[src/rtl/irq_agg_pkg.sv]
// constants for the general purpose interrupt aggregator
package irq_agg_pkg;
    localparam int SRC_WIDTH = 64;
    localparam int ADDR_WIDTH = 8;
    localparam int DATA_WIDTH = 32;
    // register byte offsets
    localparam logic [7:0] ADDR_MASK_FIRST_LO = 8'h00;
    localparam logic [7:0] ADDR_MASK_FIRST_HI = 8'h04;
    localparam logic [7:0] ADDR_MASK_SECOND_LO = 8'h08;
    localparam logic [7:0] ADDR_MASK_SECOND_HI = 8'h0C;
    localparam logic [7:0] ADDR_STATUS_LO = 8'h10;
    localparam logic [7:0] ADDR_STATUS_HI = 8'h14;
    localparam logic [7:0] ADDR_CLEAR = 8'h18;
    localparam logic [7:0] ADDR_MASK_STAGE_LO = 8'h1C;
    localparam logic [7:0] ADDR_MASK_STAGE_HI = 8'h20;
    localparam logic [7:0] ADDR_MASK_APPLY = 8'h24;
    localparam logic [7:0] ADDR_EVT_STATUS = 8'h28;
    localparam logic [7:0] ADDR_EVT_MASK = 8'h2C;
    // apply register select field and clear register bit
    localparam int SEL_FIRST_BIT = 0;
    localparam int SEL_SECOND_BIT = 1;
    localparam int CLEAR_BIT = 0;
    // block event bits
    localparam int EVT_WIDTH = 2;
    localparam int EVT_FIRST_BIT = 0;
    localparam int EVT_SECOND_BIT = 1;
    // masks reset to all sources blocked
    localparam logic [63:0] MASK_RESET = 64'hFFFF_FFFF_FFFF_FFFF;
    localparam logic [1:0] RESP_OKAY = 2'h0;
    localparam logic [1:0] RESP_SLVERR = 2'h2;
    typedef enum logic [1:0] {
        MASK_SEL_FIRST = 2'h1,
        MASK_SEL_SECOND = 2'h2,
        MASK_SEL_BOTH = 2'h3
    } mask_sel_type;
endpackage

[src/rtl/general_purpose_irq_aggregator.sv]
// interrupt aggregator: two masked pins, sticky status, axi4-lite regs
//
// Local design decisions: the placing of the registers and the AXI4-Lite interface to the registers.
`timescale 1ns/10ps
module general_purpose_irq_aggregator #(
    parameter int NUM_SOURCES = irq_agg_pkg::SRC_WIDTH
) (
    input wire logic clk,
    input wire logic reset_n,
    input wire logic [irq_agg_pkg::SRC_WIDTH-1:0] source_active,
    output logic irq_pin_first,
    output logic irq_pin_second,
    output logic block_irq,
    input wire logic [irq_agg_pkg::ADDR_WIDTH-1:0] s_axi_awaddr,
    input wire logic [2:0] s_axi_awprot,
    input wire logic s_axi_awvalid,
    output logic s_axi_awready,
    input wire logic [irq_agg_pkg::DATA_WIDTH-1:0] s_axi_wdata,
    input wire logic [3:0] s_axi_wstrb,
    input wire logic s_axi_wvalid,
    output logic s_axi_wready,
    output logic [1:0] s_axi_bresp,
    output logic s_axi_bvalid,
    input wire logic s_axi_bready,
    input wire logic [irq_agg_pkg::ADDR_WIDTH-1:0] s_axi_araddr,
    input wire logic [2:0] s_axi_arprot,
    input wire logic s_axi_arvalid,
    output logic s_axi_arready,
    output logic [irq_agg_pkg::DATA_WIDTH-1:0] s_axi_rdata,
    output logic [1:0] s_axi_rresp,
    output logic s_axi_rvalid,
    input wire logic s_axi_rready
);
    import irq_agg_pkg::*;

    logic [SRC_WIDTH-1:0] first_pin_mask_word_q;
    logic [SRC_WIDTH-1:0] second_pin_mask_word_q;
    logic [SRC_WIDTH-1:0] mask_stage_q;
    logic [SRC_WIDTH-1:0] irq_status_word_q;
    logic [SRC_WIDTH-1:0] src_q;
    logic [EVT_WIDTH-1:0] evt_status_q;
    logic [EVT_WIDTH-1:0] evt_mask_q;
    logic first_prev_q;
    logic second_prev_q;
    logic [ADDR_WIDTH-1:0] awaddr_q;
    logic aw_held_q;
    logic [DATA_WIDTH-1:0] wdata_q;
    logic [3:0] wstrb_q;
    logic w_held_q;
    logic wr_fire;
    logic rd_fire;
    logic [SRC_WIDTH-1:0] src_used;
    logic [SRC_WIDTH-1:0] wmask64;
    logic [DATA_WIDTH-1:0] wmask32;
    logic [SRC_WIDTH-1:0] clear_bits;
    logic [DATA_WIDTH-1:0] rdata_d;
    logic rd_ok;
    logic wr_ok;
    logic first_d;
    logic second_d;

    ////////////////////////////////////////////////////////////////////////
    // source sampling; sources at or above NUM_SOURCES read as inactive
    genvar gi;
    generate
        for (gi = 0; gi < SRC_WIDTH; gi++) begin : g_src
            if (gi < NUM_SOURCES) begin : g_used
                assign src_used[gi] = source_active[gi];
            end else begin : g_unused
                assign src_used[gi] = 1'b0;
            end
        end
        for (gi = 0; gi < 4; gi++) begin : g_strb
            assign wmask32[gi*8 +: 8] = {8{wstrb_q[gi]}};
        end
    endgenerate

    always_ff @(posedge clk) begin
        if (!reset_n) begin
            src_q <= '0;
        end else begin
            src_q <= src_used;
        end
    end

    ////////////////////////////////////////////////////////////////////////
    // axi4-lite write channel: address and data taken in either order
    assign wr_fire = aw_held_q && w_held_q && !s_axi_bvalid;

    always_ff @(posedge clk) begin
        if (!reset_n) begin
            aw_held_q <= 1'b0;
            awaddr_q <= '0;
            s_axi_awready <= 1'b0;
        end else if (wr_fire) begin
            aw_held_q <= 1'b0;
            s_axi_awready <= 1'b0;
        end else if (s_axi_awvalid && s_axi_awready) begin
            aw_held_q <= 1'b1;
            awaddr_q <= s_axi_awaddr;
            s_axi_awready <= 1'b0;
        end else begin
            s_axi_awready <= !aw_held_q && !s_axi_bvalid;
        end
    end

    always_ff @(posedge clk) begin
        if (!reset_n) begin
            w_held_q <= 1'b0;
            wdata_q <= '0;
            wstrb_q <= '0;
            s_axi_wready <= 1'b0;
        end else if (wr_fire) begin
            w_held_q <= 1'b0;
            s_axi_wready <= 1'b0;
        end else if (s_axi_wvalid && s_axi_wready) begin
            w_held_q <= 1'b1;
            wdata_q <= s_axi_wdata;
            wstrb_q <= s_axi_wstrb;
            s_axi_wready <= 1'b0;
        end else begin
            s_axi_wready <= !w_held_q && !s_axi_bvalid;
        end
    end

    always_comb begin
        unique case (awaddr_q)
            ADDR_MASK_FIRST_LO, ADDR_MASK_FIRST_HI,
            ADDR_MASK_SECOND_LO, ADDR_MASK_SECOND_HI,
            ADDR_CLEAR, ADDR_MASK_STAGE_LO, ADDR_MASK_STAGE_HI,
            ADDR_MASK_APPLY, ADDR_EVT_MASK: wr_ok = 1'b1;
            default: wr_ok = 1'b0;
        endcase
    end

    always_ff @(posedge clk) begin
        if (!reset_n) begin
            s_axi_bvalid <= 1'b0;
            s_axi_bresp <= RESP_OKAY;
        end else if (wr_fire) begin
            s_axi_bvalid <= 1'b1;
            s_axi_bresp <= wr_ok ? RESP_OKAY : RESP_SLVERR;
        end else if (s_axi_bready) begin
            s_axi_bvalid <= 1'b0;
        end
    end

    ////////////////////////////////////////////////////////////////////////
    // mask words: direct per-pin writes, or staged word applied by select
    always_comb begin
        wmask64 = '0;
        if (awaddr_q == ADDR_MASK_FIRST_HI || awaddr_q == ADDR_MASK_SECOND_HI
            || awaddr_q == ADDR_MASK_STAGE_HI) begin
            wmask64[SRC_WIDTH-1:DATA_WIDTH] = wmask32;
        end else begin
            wmask64[DATA_WIDTH-1:0] = wmask32;
        end
    end

    always_ff @(posedge clk) begin
        if (!reset_n) begin
            mask_stage_q <= MASK_RESET;
        end else if (wr_fire && (awaddr_q == ADDR_MASK_STAGE_LO
                     || awaddr_q == ADDR_MASK_STAGE_HI)) begin
            mask_stage_q <= (mask_stage_q & ~wmask64)
                | ({wdata_q, wdata_q} & wmask64);
        end
    end

    always_ff @(posedge clk) begin
        if (!reset_n) begin
            first_pin_mask_word_q <= MASK_RESET;
        end else if (wr_fire && (awaddr_q == ADDR_MASK_FIRST_LO
                     || awaddr_q == ADDR_MASK_FIRST_HI)) begin
            first_pin_mask_word_q <= (first_pin_mask_word_q & ~wmask64)
                | ({wdata_q, wdata_q} & wmask64);
        end else if (wr_fire && awaddr_q == ADDR_MASK_APPLY
                     && wdata_q[SEL_FIRST_BIT]) begin
            first_pin_mask_word_q <= mask_stage_q;
        end
    end

    always_ff @(posedge clk) begin
        if (!reset_n) begin
            second_pin_mask_word_q <= MASK_RESET;
        end else if (wr_fire && (awaddr_q == ADDR_MASK_SECOND_LO
                     || awaddr_q == ADDR_MASK_SECOND_HI)) begin
            second_pin_mask_word_q <= (second_pin_mask_word_q & ~wmask64)
                | ({wdata_q, wdata_q} & wmask64);
        end else if (wr_fire && awaddr_q == ADDR_MASK_APPLY
                     && wdata_q[SEL_SECOND_BIT]) begin
            second_pin_mask_word_q <= mask_stage_q;
        end
    end

    ////////////////////////////////////////////////////////////////////////
    // sticky status; an active source sets over a clear in the same cycle
    always_comb begin
        clear_bits = '0;
        if (wr_fire && awaddr_q == ADDR_CLEAR && wdata_q[CLEAR_BIT]) begin
            clear_bits = irq_status_word_q;
        end
    end

    always_ff @(posedge clk) begin
        if (!reset_n) begin
            irq_status_word_q <= '0;
        end else begin
            irq_status_word_q <= (irq_status_word_q & ~clear_bits)
                | src_q;
        end
    end

    ////////////////////////////////////////////////////////////////////////
    // pins: level, not sticky
    assign first_d = |(src_q & ~first_pin_mask_word_q);
    assign second_d = |(src_q & ~second_pin_mask_word_q);

    always_ff @(posedge clk) begin
        if (!reset_n) begin
            irq_pin_first <= 1'b0;
            irq_pin_second <= 1'b0;
            first_prev_q <= 1'b0;
            second_prev_q <= 1'b0;
        end else begin
            irq_pin_first <= first_d;
            irq_pin_second <= second_d;
            first_prev_q <= irq_pin_first;
            second_prev_q <= irq_pin_second;
        end
    end

    ////////////////////////////////////////////////////////////////////////
    // block events: pin rising edges, cleared by reading the event status
    always_ff @(posedge clk) begin
        if (!reset_n) begin
            evt_status_q <= '0;
        end else begin
            if (rd_fire && s_axi_araddr == ADDR_EVT_STATUS) begin
                evt_status_q <= '0;
            end
            if (irq_pin_first && !first_prev_q) begin
                evt_status_q[EVT_FIRST_BIT] <= 1'b1;
            end
            if (irq_pin_second && !second_prev_q) begin
                evt_status_q[EVT_SECOND_BIT] <= 1'b1;
            end
        end
    end

    always_ff @(posedge clk) begin
        if (!reset_n) begin
            evt_mask_q <= '0;
        end else if (wr_fire && awaddr_q == ADDR_EVT_MASK) begin
            evt_mask_q <= wdata_q[EVT_WIDTH-1:0];
        end
    end

    always_ff @(posedge clk) begin
        if (!reset_n) begin
            block_irq <= 1'b0;
        end else begin
            block_irq <= |(evt_status_q & ~evt_mask_q);
        end
    end

    ////////////////////////////////////////////////////////////////////////
    // axi4-lite read channel
    assign rd_fire = s_axi_arvalid && s_axi_arready;

    always_comb begin
        rdata_d = '0;
        rd_ok = 1'b1;
        unique case (s_axi_araddr)
            ADDR_MASK_FIRST_LO: rdata_d = first_pin_mask_word_q[31:0];
            ADDR_MASK_FIRST_HI: rdata_d = first_pin_mask_word_q[63:32];
            ADDR_MASK_SECOND_LO: rdata_d = second_pin_mask_word_q[31:0];
            ADDR_MASK_SECOND_HI: rdata_d = second_pin_mask_word_q[63:32];
            ADDR_STATUS_LO: rdata_d = irq_status_word_q[31:0];
            ADDR_STATUS_HI: rdata_d = irq_status_word_q[63:32];
            ADDR_MASK_STAGE_LO: rdata_d = mask_stage_q[31:0];
            ADDR_MASK_STAGE_HI: rdata_d = mask_stage_q[63:32];
            ADDR_CLEAR, ADDR_MASK_APPLY: rdata_d = '0;
            ADDR_EVT_STATUS: begin
                rdata_d = {{(DATA_WIDTH-EVT_WIDTH){1'b0}}, evt_status_q};
            end
            ADDR_EVT_MASK: begin
                rdata_d = {{(DATA_WIDTH-EVT_WIDTH){1'b0}}, evt_mask_q};
            end
            default: rd_ok = 1'b0;
        endcase
    end

    always_ff @(posedge clk) begin
        if (!reset_n) begin
            s_axi_arready <= 1'b0;
            s_axi_rvalid <= 1'b0;
            s_axi_rdata <= '0;
            s_axi_rresp <= RESP_OKAY;
        end else if (rd_fire) begin
            s_axi_arready <= 1'b0;
            s_axi_rvalid <= 1'b1;
            s_axi_rdata <= rdata_d;
            s_axi_rresp <= rd_ok ? RESP_OKAY : RESP_SLVERR;
        end else if (s_axi_rvalid) begin
            if (s_axi_rready) begin
                s_axi_rvalid <= 1'b0;
            end
        end else begin
            s_axi_arready <= 1'b1;
        end
    end
endmodule

[config.mk]
export PLATFORM = sky130hd
export DESIGN_NAME = general_purpose_irq_aggregator
export DESIGN_NICKNAME = d
export VERILOG_FILES = /design/src/rtl/irq_agg_pkg.sv /design/src/rtl/general_purpose_irq_aggregator.sv
export SDC_FILE = /design/constraint.sdc
export NUM_CORES = 1
export LEC_CHECK = 0
export BUFFER_PORTS_ARGS = -buffer_cell sky130_fd_sc_hd__buf_2
export CAP_MARGIN = 20
export CORE_MARGIN = 10
export CORE_UTILIZATION = 60
export DETAILED_ROUTE_END_ITERATION = 7
export PLACE_DENSITY = 0.8
export RECOVER_POWER = 100
export SYNTH_ARGS = -nofsm -noshare
export SYNTH_HDL_FRONTEND = slang
export SYNTH_SLANG_ARGS = --single-unit
[constraint.sdc]
create_clock -name clk -period 2.31 [get_ports clk]
set_input_delay 0.3465 -clock clk [delete_from_list [all_inputs] [get_ports clk]]
set_output_delay 0.3465 -clock clk [all_outputs]
set_load 0.02 [all_outputs]
# After elaboration in Yosys (flattened, before gate mapping)
# Cells that the tools add are included.
[word_totals]
inputBits = 129
output_inout_bits = 44
regBits = 416
n_memories = 0
mem_bits_ro = 0
latch_bits = 0
mem_bits_rw = 0
[classes]
n_shift = 0
div = 0
n_lt_le_gt_ge = 0
eq_ne = 19
multipliers = 0
bitwise_logic = 19
addsub = 0
muxes = 20
n_reduce_logical = 47
[ops]
columns = ["cell", "count"]
rows = [
  ["$and 64x64->64", 7],
  ["$mux 64", 5],
  ["$pmux 32 s10", 1],
  ["$not 64->64", 4],
  ["$or 64x64->64", 4],
  ["$reduce_or 64->1", 2],
  ["$mux 32", 2],
  ["$eq 8x6->1 const B", 7],
  ["$eq 8x5->1 const B", 6],
  ["$eq 8x4->1 const B", 4],
  ["$logic_and 1x1->1", 19],
  ["$eq 8x3->1 const B", 2],
  ["$logic_not 8->1", 2],
  ["$reduce_or 12->1", 1],
  ["$reduce_bool 2->1", 5],
  ["$mux 1", 9],
  ["$reduce_or 9->1", 1],
  ["$mux 2", 3],
  ["$reduce_or 2->1", 3],
  ["$reduce_or 3->1", 2],
  ["$logic_not 1->1", 5],
  ["$logic_or 1x1->1", 5],
  ["$reduce_and 2->1", 2],
  ["$and 2x2->2", 1],
  ["other kinds (2)", 3],
]

# Logic depth before layout (Yosys ltp)
[depth]
word_depth = 8
mapped_depth = 8
mapped_depth_nobuf = 5

# Least setup slack after synthesis
# Ideal clock, no wire load.
[synth_timing]
path_kind = "in2reg"
from = "in s_axi_araddr[5] in the netlist's numbering"
to = "reg s_axi_rdata[13] in the netlist's numbering"
setup_slack_ps = 272
arrival_time_ps = 1916
n_path_buf = 2
required_ps = 2188
path_stages = 7
setup_ps = 122
path_cell_list = "buf_2 > buf_1 > mux2_2 > a22oi_1 > nor2_1 > a221o_1 > a221o_1"
[synth_between]
elab_chain_cells = 2
word_cells_on_any_way = 11
cone_classes = "9 x eq/ne; 1 x mux; 1 x reduce/logical"
[synth_lines]
columns = ["element", "line", "rtl"]
rows = [
  ["from (decl)", "general_purpose_irq_aggregator.sv:25", "input wire logic [irq_agg_pkg::ADDR_WIDTH-1:0] s_axi_araddr,"],
  ["$eq 8x6->1, or another cell as far along", "general_purpose_irq_aggregator.sv:274", "unique case (s_axi_araddr)"],
  ["$pmux 32 s10 (*)", "general_purpose_irq_aggregator.sv:274", ""],
  ["to (signal assigned)", "general_purpose_irq_aggregator.sv:303", "s_axi_rdata <= rdata_d;"],
  ["to (decl)", "general_purpose_irq_aggregator.sv:29", "output logic [irq_agg_pkg::DATA_WIDTH-1:0] s_axi_rdata,"],
]
# Every way passes the cells marked *; elsewhere a longest branch is shown, timed or not.
# A chain may end at the register's enable or synchronous reset.

==> metrics <==
Final Max Tran Viols=0; Critical Path Start Type=flip-flop; grt total ovfl=0; CTS root buffer=clkbuf_16; Slew headroom=23.7%; Final Cell Area=21,500 sq um; YS warnings=0; CP peak stage delay=approximately 0.47 ns; Worst Tran Pin Value=1.15 ns; Layout fillers=2,438; Synth Register Bits=roughly 410; DR WL/cell=about 28 microns; buffers added on ports=164; uppermost layer routed=met5; standby leakage power=around 10 nW; Worst EP arrival=2.74 ns; syn avg cell area=8.53 sq um; DRT iter0 DRCs=2,800; vias in the first global route=between 15,000 and 20,000; share of layout cells above drive strength 1=14.3%; clk sinks=414; Setup crit end kind=flip-flop; post-route setup slack=-0.0137 ns; DRC=0; H-tree Lvls=2; CP max-delay cell=a2111oi_0; placed instance area=20,200 sq um; synthesized instance count=2,172; fraction of registers with async set/reset=0%; Period minus WS final=about 2.3 ns; first-pass GRT wire length=114 mm; number of iterations in the first detailed-routing pass=6; MaxCap Viol Count=0; hold buffer count at CTS=0; crit-path cells=nand2b_1, o2111ai_1, a2111oi_0, clkbuf_1, nand4_1, o31a_1; Final Cycle Share=101%; die area=38,300 sq um; metal3 WL=between 8 and 9 mm; Die Y=196 microns; TritonCTS clock tree=yes; via count=18,600; sequential area share after synthesis=44.7%; GPL Wtd Cong=about 1.1; DP HPWL=57.3 mm; Worst-path clk slew=0.06 ns; R2R setup slack=-0.01 ns; maximum clock path buffer count=3; top_reg_cell synth=dfxtp_1; fin nets=around 2,500; largest net degree at the start of global routing=147; Inserted Clock Buffers=42; Via density=6.71; fin util=70.6%; RSZ-0062 raised after global routing=false; Post-Layout Cell Count=2,770; PD cells=~730 nW/um^2; row cnt=64; synth unique cells=75; final setup fails=1; initial core utilization=60.7%; total track usage=38.7%; Clock Skews=0.0197 ns; Peak Freq=roughly 0.43 GHz; final hold vios=0; Worst Path Required=2.73 ns; metal2 WL=35.1 mm; Post-synth EDFFs=0; violated checks=negative setup slack; Setup TNS=-0.0137 ns; mapped cell area=18,500 sq um; Final ANT Viol Nets=0; VDD IR max=roughly 0.00073 V; min-delay worst type=in2reg; initial antenna violation count=3; status=complete, but fails checks; area delta synth->final=16.2%; DRT Wirelength=slightly below 80 mm; Setup Slack @ Placement=0.111 ns; placed cell count=2,686; area of the core=30,500 sq um; critical path class=reg2reg; M1 WL=27.2 mm; IO Pins=173; Die Wd=196 microns; clk_lat worst skew=0.56 ns; Max FO, Critical Path=3
## cell usage in the layout (no fill, tap or decap), types with 7 or more instances in the layout
| master | count |
|---|---|
| nand2_1 | 307 |
| clkbuf_8 | 11 |
| o211ai_1 | 28 |
| a21oi_1 | 76 |
| o21ai_0 | 133 |
| nor2b_1 | 81 |
| o21ai_1 | 14 |
| a31oi_1 | 8 |
| nor2_1 | 106 |
| and2_0 | 42 |
| buf_12 | 11 |
| nor4_1 | 7 |
| and2_1 | 31 |
| o22ai_1 | 60 |
| nand2b_1 | 15 |
| and3_1 | 9 |
| clkinv_2 | 8 |
| o211a_1 | 78 |
| a32oi_1 | 17 |
| dfxtp_1 | 413 |
| nand4_1 | 7 |
| clkbuf_16 | 43 |
| a2bb2oi_1 | 13 |
| a221oi_1 | 16 |
| inv_1 | 89 |
| clkbuf_1 | 60 |
| a22o_1 | 13 |
| o2bb2ai_1 | 31 |
| a21boi_0 | 40 |
| nand3_1 | 167 |
| o22a_1 | 33 |
| a211oi_1 | 8 |
| a21o_1 | 7 |
| a22oi_1 | 17 |
| buf_2 | 121 |
| mux2i_1 | 57 |
| buf_4 | 93 |
## synthesized netlist by cell type, types with 3 or more instances
master	n	area, sq um
mux2i_1	57	571
a222oi_1	4	40.0
o21ai_0	95	475
o22ai_2	10	125
nand3b_1	6	45.0
o22a_1	33	289
mux2_2	5	56.3
inv_1	89	334
a311oi_1	3	26.3
and2_1	71	444
nand4_1	7	43.8
buf_4	9	67.6
a32oi_1	17	149
a21boi_0	40	300
o211a_1	78	781
a221o_1	3	30.0
o2111ai_1	4	35.0
a2bb2oi_1	13	114
buf_2	43	215
o22ai_4	3	60.1
a221oi_1	16	140
o2bb2ai_1	32	280
nor2_1	105	394
nor4_1	9	56.3
o21ai_1	52	260
o211ai_1	28	210
nor2b_1	81	507
clkbuf_1	102	383
buf_1	8	30.0
nand2b_1	15	93.8
and3_1	9	56.3
o22ai_1	56	350
nor3_1	6	30.0
dfxtp_1	414	8290
nand3_1	169	846
a22oi_1	17	128
a211oi_1	8	60.1
nand2_1	308	1160
a21oi_1	76	380
a31oi_1	8	50.1
a22o_1	13	114
a21o_1	7	52.6
## what timing repair did
item | in CTS | in global routing
setup endpoints to repair | 0 | 9
resized for setup | 0 | 4
setup buffers | 0 | 4
## path summary, 6_finish.rpt
check                                 endpoint  cells past startpoint                    startpoint
setup / recovery     irq_pin_second$_SDFF_PN0_                      6                     flip-flop
hold / removal            src_q[54]$_SDFF_PN0_                      2             source_active[54]
setup reg to reg     irq_pin_second$_SDFF_PN0_                      6                     flip-flop
hold reg to reg   s_axi_rdata[28]$_SDFFE_PN0P_                      1  s_axi_rdata[28]$_SDFFE_PN0P_
## metrics by stage
stage               hold WS (ns)  power [mW]
floorplan                  0.444        8.22
global placement           0.430        8.67
detailed placement         0.443        8.71
CTS                     0.000135        15.6
global route             0.00244        16.0
finish                   0.00105        15.7
## report_power, final
part	total [mW]	switching (mW)	internal [mW]
Combinational	1.07	0.653	0.413
Clock	7.08	2.98	4.10
Sequential	7.52	0.189	7.33
Total	15.7	3.82	11.8
## per-layer routing
metal / vias to the layer above / GRT usage (%)
met4: 4 / 26.0
met5: - / 0
met2: 1334 / 61.9
met1: 8786 / 45.7
li1: 8073 / -
met3: 378 / 8.80
## area by class of cell
cell class,count,area [sq um],area share (%)
diodes,2,5.00,0.0232
clock buffers,61,1240,5.78
clock inverters,17,194,0.901
inverters,90,338,1.57
multi-input cells,1506,9210,42.8
flip-flops and latches,414,8290,38.5
well taps,396,495,2.30
repair buffers,284,1760,8.19
## critical path, delay by kind of cell (launching register included)
kind	cells	cell delay [ns]
AND/OR/NAND/NOR	2	0.41
buffers and inverters	1	0.23
AO/OA/AOI/OAI	3	1.08
flip-flops	1	0.45
## cell families after synthesis
| family | Yosys count | share of synthesized area, % |
|---|---|---|
| AO/OA/AOI/OAI | 626 | 24.5 |
| XOR/XNOR | 1 | 0.0473 |
| flip-flops | 414 | 44.7 |
| multiplexers | 64 | 3.63 |
| other | 1 | 0.0202 |
| AND/OR/NAND/NOR | 813 | 21.5 |
| buffers and inverters | 253 | 5.64 |
No activity file was read; power rests on OpenSTA's default activity.
